[src/logic/dp_diag_pkg.sv]
// Purpose: Shared constants for the diagnostics link between a fieldbus slave and its master
// Assumes: One clock, synchronous active-high reset
// Notes: Frame is six standard bytes followed by six device-specific bytes
package dp_diag_pkg;
    // ****************************************
    // Frame layout
    // ****************************************
    localparam int STD_LEN = 6;
    localparam int DEV_LEN = 6;
    localparam int FRAME_LEN = STD_LEN + DEV_LEN;
    localparam logic [3:0] FRAME_LAST = 4'(FRAME_LEN - 1);
    localparam logic [3:0] B_SS1 = 4'h0;
    localparam logic [3:0] B_SS2 = 4'h1;
    localparam logic [3:0] B_SS3 = 4'h2;
    localparam logic [3:0] B_OWNER = 4'h3;
    localparam logic [3:0] B_VEND_LO = 4'h4;
    localparam logic [3:0] B_VEND_HI = 4'h5;
    localparam logic [3:0] B_DHDR = 4'h6;
    localparam logic [3:0] B_DTYPE = 4'h7;
    localparam logic [3:0] B_DSLOT = 4'h8;
    localparam logic [3:0] B_DSPEC = 4'h9;
    localparam logic [3:0] B_DDAT0 = 4'ha;
    localparam logic [3:0] B_DDAT1 = 4'hb;
    // ****************************************
    // Station status fields
    // ****************************************
    localparam int SS1_MASTER_LOCK = 7;
    localparam int SS1_PARAM_FAULT = 6;
    localparam int SS1_INVALID_RESP = 5;
    localparam int SS1_SVC_UNSUP = 4;
    localparam int SS1_EXT_DIAG = 3;
    localparam int SS1_CFG_FAULT = 2;
    localparam int SS1_NOT_READY = 1;
    localparam int SS1_NON_EXIST = 0;
    localparam int SS2_FROM_SLAVE = 2;
    localparam logic [7:0] SS2_VALUE = 8'h04;
    localparam logic [7:0] SS3_VALUE = 8'h00;
    localparam logic [7:0] OWNER_NONE = 8'hff;
    // ****************************************
    // Device-specific coding
    // ****************************************
    localparam logic [1:0] HDR_TAG = 2'h0;
    localparam logic [7:0] DEV_HDR = {HDR_TAG, 6'(DEV_LEN)};
    localparam int TYPE_BIT = 7;
    localparam logic TYPE_IRQ = 1'b0;
    localparam logic TYPE_STATUS = 1'b1;
    localparam logic [6:0] ALARM_DIAG = 7'h01;
    localparam logic [6:0] STATUS_INFO = 7'h01;
    localparam logic [1:0] SPEC_NONE = 2'h0;
    localparam logic [1:0] SPEC_APPEARS = 2'h1;
    // ****************************************
    // Controller registers
    // ****************************************
    localparam logic [4:0] REG_CTRL = 5'h00;
    localparam logic [4:0] REG_OWN = 5'h04;
    localparam logic [4:0] REG_STAT = 5'h08;
    localparam logic [4:0] REG_DIAG0 = 5'h0c;
    localparam logic [4:0] REG_DIAG1 = 5'h10;
    localparam logic [4:0] REG_DIAG2 = 5'h14;
    localparam int CTRL_V1 = 0;
    localparam int CTRL_START = 1;
    localparam int CTRL_UNSUP = 2;
    localparam logic CTRL_V1_RESET = 1'b1;
    localparam logic [7:0] OWN_RESET = 8'h01;
    localparam int TIMEOUT_CYC = 64;
endpackage

[src/logic/dp_diag_if.sv]
// Purpose: Link between the slave diagnostics framer and the master controller
// Assumes: Both ends on the same clock
// Notes: No back-pressure on the byte stream
`timescale 1ns/1ps
`default_nettype none
interface dp_diag_if;
    logic mode_v1;
    logic diag_req;
    logic diag_ack;
    logic notify;
    logic rx_valid;
    logic rx_last;
    logic [7:0] rx_data;
    modport slave (input mode_v1, input diag_req, input diag_ack,
        output notify, output rx_valid, output rx_last, output rx_data);
    modport master (output mode_v1, output diag_req, output diag_ack,
        input notify, input rx_valid, input rx_last, input rx_data);
endinterface
`default_nettype wire

[src/logic/dp_slave_diag_framer.sv]
// Purpose: Slave end, builds the twelve-byte diagnostics frame on request
// Assumes: Status inputs synchronous to clk
// Notes: A new event overwrites an older unsent one only while idle; during a frame its slot and data are not stored
`timescale 1ns/1ps
`default_nettype none
module dp_slave_diag_framer
    import dp_diag_pkg::*;
#(
    // Arbitrary identifier value
    parameter logic [15:0] VENDOR_ID = 16'h5a3c
) (
    input wire logic clk,
    input wire logic srst,
    dp_diag_if.slave link,
    input wire logic param_fault_set,
    input wire logic param_ok,
    input wire logic cfg_reject,
    input wire logic cfg_ok,
    input wire logic not_ready,
    input wire logic owner_valid,
    input wire logic [7:0] owner_addr,
    input wire logic event_valid,
    input wire logic [7:0] event_slot,
    input wire logic [31:0] event_data,
    input wire logic [31:0] status_data,
    output logic busy,
    output logic event_pending
);
    typedef enum logic [0:0] {S_IDLE, S_SEND} tx_st_t;
    typedef struct packed {
        tx_st_t st;
        logic [3:0] idx;
        logic pend;
        logic pfault;
        logic cfault;
        logic [4:0] seq;
        logic [7:0] slot;
        logic [31:0] edata;
        logic is_evt;
        logic v1;
        logic [7:0] tx_data;
        logic tx_valid;
        logic tx_last;
    } dev_state_t;

    dev_state_t s_q, s_d;
    logic [7:0] fb;
    logic [7:0] ss1;
    logic [31:0] mdata;

    assign link.notify = s_q.pend;
    assign link.rx_valid = s_q.tx_valid;
    assign link.rx_last = s_q.tx_last;
    assign link.rx_data = s_q.tx_data;
    assign busy = (s_q.st == S_SEND);
    assign event_pending = s_q.pend;
    assign mdata = s_q.is_evt ? s_q.edata : status_data;

    // ****************************************
    // Frame byte select
    // ****************************************
    always_comb begin
        ss1 = 8'h0;
        ss1[SS1_PARAM_FAULT] = s_q.pfault;
        ss1[SS1_EXT_DIAG] = s_q.is_evt;
        ss1[SS1_CFG_FAULT] = s_q.cfault;
        ss1[SS1_NOT_READY] = not_ready;
        ss1[SS1_NON_EXIST] = 1'b0;
        fb = 8'h0;
        case (s_q.idx)
            B_SS1: fb = ss1;
            B_SS2: fb = SS2_VALUE;
            B_SS3: fb = SS3_VALUE;
            B_OWNER: fb = owner_valid ? owner_addr : OWNER_NONE;
            B_VEND_LO: fb = VENDOR_ID[7:0];
            B_VEND_HI: fb = VENDOR_ID[15:8];
            B_DHDR: fb = DEV_HDR;
            default: fb = 8'h0;
        endcase
        if (s_q.v1) begin
            case (s_q.idx)
                B_DTYPE: fb = s_q.is_evt ? {TYPE_IRQ, ALARM_DIAG} : {TYPE_STATUS, STATUS_INFO};
                B_DSLOT: fb = s_q.is_evt ? s_q.slot : 8'h0;
                B_DSPEC: fb = {s_q.seq, 1'b0, s_q.is_evt ? SPEC_APPEARS : SPEC_NONE};
                B_DDAT0: fb = mdata[7:0];
                B_DDAT1: fb = mdata[15:8];
                default: fb = fb;
            endcase
        end else begin
            case (s_q.idx)
                B_DTYPE: fb = s_q.is_evt ? s_q.slot : 8'h0;
                B_DSLOT: fb = mdata[7:0];
                B_DSPEC: fb = mdata[15:8];
                B_DDAT0: fb = mdata[23:16];
                B_DDAT1: fb = mdata[31:24];
                default: fb = fb;
            endcase
        end
    end

    // ****************************************
    // Next state
    // ****************************************
    always_comb begin
        s_d = s_q;
        s_d.tx_valid = 1'b0;
        s_d.tx_last = 1'b0;
        if (param_ok) begin
            s_d.pfault = 1'b0;
        end
        if (param_fault_set) begin
            s_d.pfault = 1'b1;
        end
        if (cfg_ok) begin
            s_d.cfault = 1'b0;
        end
        if (cfg_reject) begin
            s_d.cfault = 1'b1;
        end
        case (s_q.st)
            S_IDLE: begin
                if (link.diag_req) begin
                    s_d.st = S_SEND;
                    s_d.idx = 4'h0;
                    s_d.is_evt = s_q.pend;
                    s_d.v1 = link.mode_v1;
                end
            end
            S_SEND: begin
                s_d.tx_data = fb;
                s_d.tx_valid = 1'b1;
                s_d.tx_last = (s_q.idx == FRAME_LAST);
                s_d.idx = s_q.idx + 4'h1;
                if (s_q.idx == FRAME_LAST) begin
                    s_d.st = S_IDLE;
                    if (~s_q.v1 & s_q.is_evt) begin
                        s_d.pend = 1'b0;
                    end
                end
            end
            default: s_d.st = S_IDLE;
        endcase
        if (link.diag_ack & s_q.v1) begin
            s_d.pend = 1'b0;
        end
        if (event_valid) begin
            s_d.pend = 1'b1;
            if (s_q.st == S_IDLE) begin
                s_d.slot = event_slot;
                s_d.edata = event_data;
            end
            s_d.seq = s_q.seq + 5'h01;
        end
    end

    // ****************************************
    // State register
    // ****************************************
    always_ff @(posedge clk) begin
        if (srst) begin
            s_q <= '0;
            s_q.st <= S_IDLE;
        end else begin
            s_q <= s_d;
        end
    end
endmodule
`default_nettype wire

[src/flat_wrapper.sv]
// flat-port wrapper written by rule: the top's interface ports become plain ports
module dp_slave_diag_framer_flat import dp_diag_pkg::*;
#(
                                 
    parameter logic [15:0] VENDOR_ID = 16'h5a3c
)
  (clk, srst, param_fault_set, param_ok, cfg_reject, cfg_ok, not_ready, owner_valid, owner_addr, event_valid, event_slot, event_data, status_data, busy, event_pending, link_mode_v1, link_diag_req, link_diag_ack, link_notify, link_rx_valid, link_rx_last, link_rx_data);
  dp_diag_if link_i ();
  input wire logic clk;
  input wire logic srst;
  input wire logic param_fault_set;
  input wire logic param_ok;
  input wire logic cfg_reject;
  input wire logic cfg_ok;
  input wire logic not_ready;
  input wire logic owner_valid;
  input wire logic [7:0] owner_addr;
  input wire logic event_valid;
  input wire logic [7:0] event_slot;
  input wire logic [31:0] event_data;
  input wire logic [31:0] status_data;
  output logic busy;
  output logic event_pending;
  input wire logic [$bits(link_i.mode_v1)-1:0] link_mode_v1;
  input wire logic [$bits(link_i.diag_req)-1:0] link_diag_req;
  input wire logic [$bits(link_i.diag_ack)-1:0] link_diag_ack;
  output wire logic [$bits(link_i.notify)-1:0] link_notify;
  output wire logic [$bits(link_i.rx_valid)-1:0] link_rx_valid;
  output wire logic [$bits(link_i.rx_last)-1:0] link_rx_last;
  output wire logic [$bits(link_i.rx_data)-1:0] link_rx_data;
  assign link_i.mode_v1 = link_mode_v1;
  assign link_i.diag_req = link_diag_req;
  assign link_i.diag_ack = link_diag_ack;
  assign link_notify = link_i.notify;
  assign link_rx_valid = link_i.rx_valid;
  assign link_rx_last = link_i.rx_last;
  assign link_rx_data = link_i.rx_data;
  dp_slave_diag_framer #(.VENDOR_ID(VENDOR_ID)) u_core (.clk(clk), .srst(srst), .link(link_i), .param_fault_set(param_fault_set), .param_ok(param_ok), .cfg_reject(cfg_reject), .cfg_ok(cfg_ok), .not_ready(not_ready), .owner_valid(owner_valid), .owner_addr(owner_addr), .event_valid(event_valid), .event_slot(event_slot), .event_data(event_data), .status_data(status_data), .busy(busy), .event_pending(event_pending));
endmodule
[config.mk]
export PLATFORM = sky130hd
export DESIGN_NAME = dp_slave_diag_framer_flat
export DESIGN_NICKNAME = d
export VERILOG_FILES = /design/src/logic/dp_diag_pkg.sv /design/src/logic/dp_diag_if.sv /design/src/logic/dp_slave_diag_framer.sv /design/src/flat_wrapper.sv
export SDC_FILE = /design/constraint.sdc
export NUM_CORES = 1
export LEC_CHECK = 0
export ABC_AREA = 1
export BUFFER_PORTS_ARGS = -buffer_cell sky130_fd_sc_hd__buf_4
export CORE_MARGIN = 1.5
export CORE_UTILIZATION = 48
export DETAILED_ROUTE_END_ITERATION = 8
export PLACE_DENSITY_LB_ADDON = 0.25
export RECOVER_POWER = 25
export SYNTH_ARGS = -nofsm -noshare
export SYNTH_HDL_FRONTEND = slang
export SYNTH_SLANG_ARGS = --single-unit
[constraint.sdc]
create_clock -name clk -period 1.6 [get_ports clk]
set_clock_uncertainty 0.2 [all_clocks]
set_input_delay 0.08 -clock clk [delete_from_list [all_inputs] [get_ports clk]]
set_output_delay 0.08 -clock clk [all_outputs]
set_load 0.02 [all_outputs]
==> summary.txt <==
Clock network
  • Number of clock sinks seen by CTS: 65
  • Largest buffer count on any clock path: 2
  • Root buf cell: sky130_fd_sc_hd__clkbuf_8
  • Clock slew seen by the registers of the worst setup and hold paths: 0.07 ns
  • Num CTS Buffers: 9
  • H-tree depth reported by CTS: 3
  • Clock tree from TritonCTS: yes
  • Later-pin clock latency in the skew report: 0.35 ns

Logic synthesis
  • Post-synth top flop: sky130_fd_sc_hd__dfxtp_1
  • Register area share after synthesis: 0.332
  • Post-synth top area cell: sky130_fd_sc_hd__dfxtp_1
  • Count of state elements after synthesis: 65
  • Fraction of synthesis flops using an asynchronous set or reset pin: 0
  • Number of synthesized flops with an enable pin: 0
  • Biggest area contributors in the synthesized netlist: sky130_fd_sc_hd__dfxtp_1 (33%), sky130_fd_sc_hd__nand2_1 (18%), sky130_fd_sc_hd__nor2_1 (13%), sky130_fd_sc_hd__o21ai_0 (7.1%), sky130_fd_sc_hd__inv_1 (5.1%)
  • Area fraction of the dominant cell type after synthesis: 0.332
  • Average cell area after synthesis: 6.02 um^2
  • Netlist area before placement: 0.00392 mm^2
  • Unique cell type count in the Yosys netlist: 31
  • Ys Warns: 0
  • Number of instances in the synthesized netlist: 651
  • Synth Net Count: 748

Worst setup path
  • Crit end category: flip-flop
  • Worst EP required: 1.65 ns
  • Type of the setup path with the least slack: flip-flop to flip-flop
  • Arrival time worst endpoint: 1.82 ns
  • Critical path startpoint category: flip-flop
  • Max FO, Critical Path: 8

Timing
  • Hold Violations, Final: 0
  • Max-slew headroom at the worst pin: 0.718
  • Max Transition Viols Final: 0
  • Max Clock Freq: 564 MHz
  • Number of setup violations in the final report: 9
  • Final critical-path required period: 1.77 ns
  • Slew at the pin closest to its max-slew limit: 0.423 ns
  • Final-layout worst hold slack: 0.0497 ns
  • Setup WS post-layout: -0.174 ns
  • Share of the clock period used by the worst path after layout: 1.11
  • Setup repair after global routing missed its margin: true

Run status
  • Run status: finished with violations
  • Failing checks: negative setup slack

Power and ir drop
  • Max rail drop VDD: 0.550 mV
  • Power density of the placed cells: 685 mW/mm^2
  • P_leak: 2.91 nW

Global route
  • Pin count of the biggest net entering global routing: 39
  • Number of antenna violations at the first check in global routing: 0
  • Via count of the first global-routing pass: 4652
  • Aggregate global routing overflow: 0
  • First-pass GRT wire length: 22.1 mm
  • Global Route Usage Sum: 0.328

Route
  • Count of vias placed by the detailed router: 4773
  • DR DRC count: 0
  • DR pass1 iterations: 5
  • Vias per cell: 5.13
  • Iteration-0 DRC Markers: 295
  • Wirelength per Cell: 14.7 um
  • Antenna-violating nets left: 0
  • Total length of routed wires: 13.7 mm

Floorplanning
  • Die outline area: 0.00872 mm^2
  • Horizontal die dimension: 93.4 um
  • FP Rows: 32
  • Number of top-level design ports: 105
  • Core area: 0.00781 mm^2
  • Initial Utilization: 0.502
  • Die Y-Extent: 93.4 um

Placed design
  • Cell area reported after detailed placement: 0.00503 mm^2
  • Port Buffer Count: 104
  • Final weighted congestion in routability-driven placement: 0.932
  • Post-DP HPWL: 9.27 mm
  • Placed cell count: 863

Final layout
  • Nets: 920
  • Fraction of the core area covered by cells at the end of the flow: 0.746
  • Post-route non-filler standard cell count: 930
  • Finished layout cell area: 0.00582 mm^2
  • Commonest cells after routing, fill and taps aside: sky130_fd_sc_hd__nand2_1 (187), sky130_fd_sc_hd__nor2_1 (135), sky130_fd_sc_hd__buf_4 (125), sky130_fd_sc_hd__dfxtp_1 (60), sky130_fd_sc_hd__o21ai_0 (56)
  • Ratio of cells with drive above 1 in the final layout: 0.250
  • Most common library cell in the layout ignoring fill and taps: sky130_fd_sc_hd__nand2_1
  • Ant diodes: 0
  • Area Growth Syn to Fin: 48.5%

Hold path
  • Worst min-delay path class: input port to flip-flop

Run
  • Max-cap viol count: 0
[kinds of logic after synthesis]
group,count (synthesis),synth area share
fa+ha+maj,5,0.0160
buf+inv,102,0.122
compound gates,88,0.120
simple gates,391,0.411
flops,65,0.332
[flip-flops by register name, indices dropped and copies added, names as in the netlist]
| name | count |
|---|---|
| u_core.link.rx_last | 1 |
| u_core.event_pending | 1 |
| u_core.s_q | 53 |
| u_core.link.rx_data | 8 |
| u_core.busy | 1 |
| u_core.link.rx_valid | 1 |
[cells in the mapped netlist, types with 3 or more instances]
cell type / instances
sky130_fd_sc_hd__o21ai_1: 6
sky130_fd_sc_hd__o21ai_0: 56
sky130_fd_sc_hd__clkbuf_1: 14
sky130_fd_sc_hd__dfxtp_1: 65
sky130_fd_sc_hd__a21oi_2: 4
sky130_fd_sc_hd__nor3_1: 7
sky130_fd_sc_hd__inv_1: 53
sky130_fd_sc_hd__buf_2: 10
sky130_fd_sc_hd__inv_2: 7
sky130_fd_sc_hd__a21oi_1: 17
sky130_fd_sc_hd__buf_4: 11
sky130_fd_sc_hd__nand3_1: 36
sky130_fd_sc_hd__nand2_1: 193
sky130_fd_sc_hd__nor2_1: 137
sky130_fd_sc_hd__ha_1: 5
sky130_fd_sc_hd__nand2_2: 6
sky130_fd_sc_hd__buf_6: 5
sky130_fd_sc_hd__nor2_4: 3
[through the flow]
step           total power, mW  setup WS, ns  setup TNS, ns
2_1_floorplan             2.24       0.00212              0
3_3_place_gp              2.60        -0.149          -1.00
3_5_place_dp              2.61        -0.185          -1.41
4_1_cts                   4.00       -0.0901         -0.619
5_1_grt                   4.18        -0.237          -5.30
6_report                  3.99        -0.174          -1.03
[metal layers]
metal	routed length (um)	track usage
met3	747	0.0455
met1	5560	0.390
met5	0	0
met4	568	0.178
met2	6790	0.566
[power breakdown]
group | switching, mW | internal (mW)
registers | 0.0738 | 1.73
clock network | 0.692 | 0.603
logic | 0.458 | 0.435
[repair_timing]
item,CTS,global route
gates resized for setup,24,16
endpoints found under the setup margin,8,32
cloned,0,1
hold buffers,49,0
endpoints found under the hold margin,64,0
buffers inserted,0,1
pin swaps,15,23
[critical path: stages (launching register included)]
cell	delay, ns
sky130_fd_sc_hd__dfxtp_4	0.40
sky130_fd_sc_hd__inv_4	0.06
sky130_fd_sc_hd__ha_4	0.18
sky130_fd_sc_hd__inv_2	0.06
sky130_fd_sc_hd__nor2_4	0.05
sky130_fd_sc_hd__buf_12	0.14
sky130_fd_sc_hd__nand2_2	0.05
sky130_fd_sc_hd__nand3_1	0.07
sky130_fd_sc_hd__o21ai_1	0.23
sky130_fd_sc_hd__nand3_2	0.10
sky130_fd_sc_hd__nand2_2	0.09
sky130_fd_sc_hd__inv_2	0.03
[area by class of cell]
type,instances,area (um^2)
multi-input cells,484,2260
fillers,669,1980
repair buffers,201,1700
flip-flops and latches,65,1310
inverters,62,245
clock buffers,10,138
well taps,102,128
clock inverters,6,43.8
[path summary, 6_finish.rpt]
check | start | endpoint | slack (ns) | cells past startpoint
setup / recovery | u_core.s_q[60] | u_core.link.rx_data[4] | -0.17 | 11
hold / removal | not_ready | u_core.link.rx_data[1] | 0.05 | 7
setup reg to reg | u_core.s_q[60] | u_core.link.rx_data[4] | -0.17 | 11
hold reg to reg | u_core.s_q[20] | u_core.s_q[20] | 0.26 | 2
No activity file was read; power rests on OpenSTA's default activity.
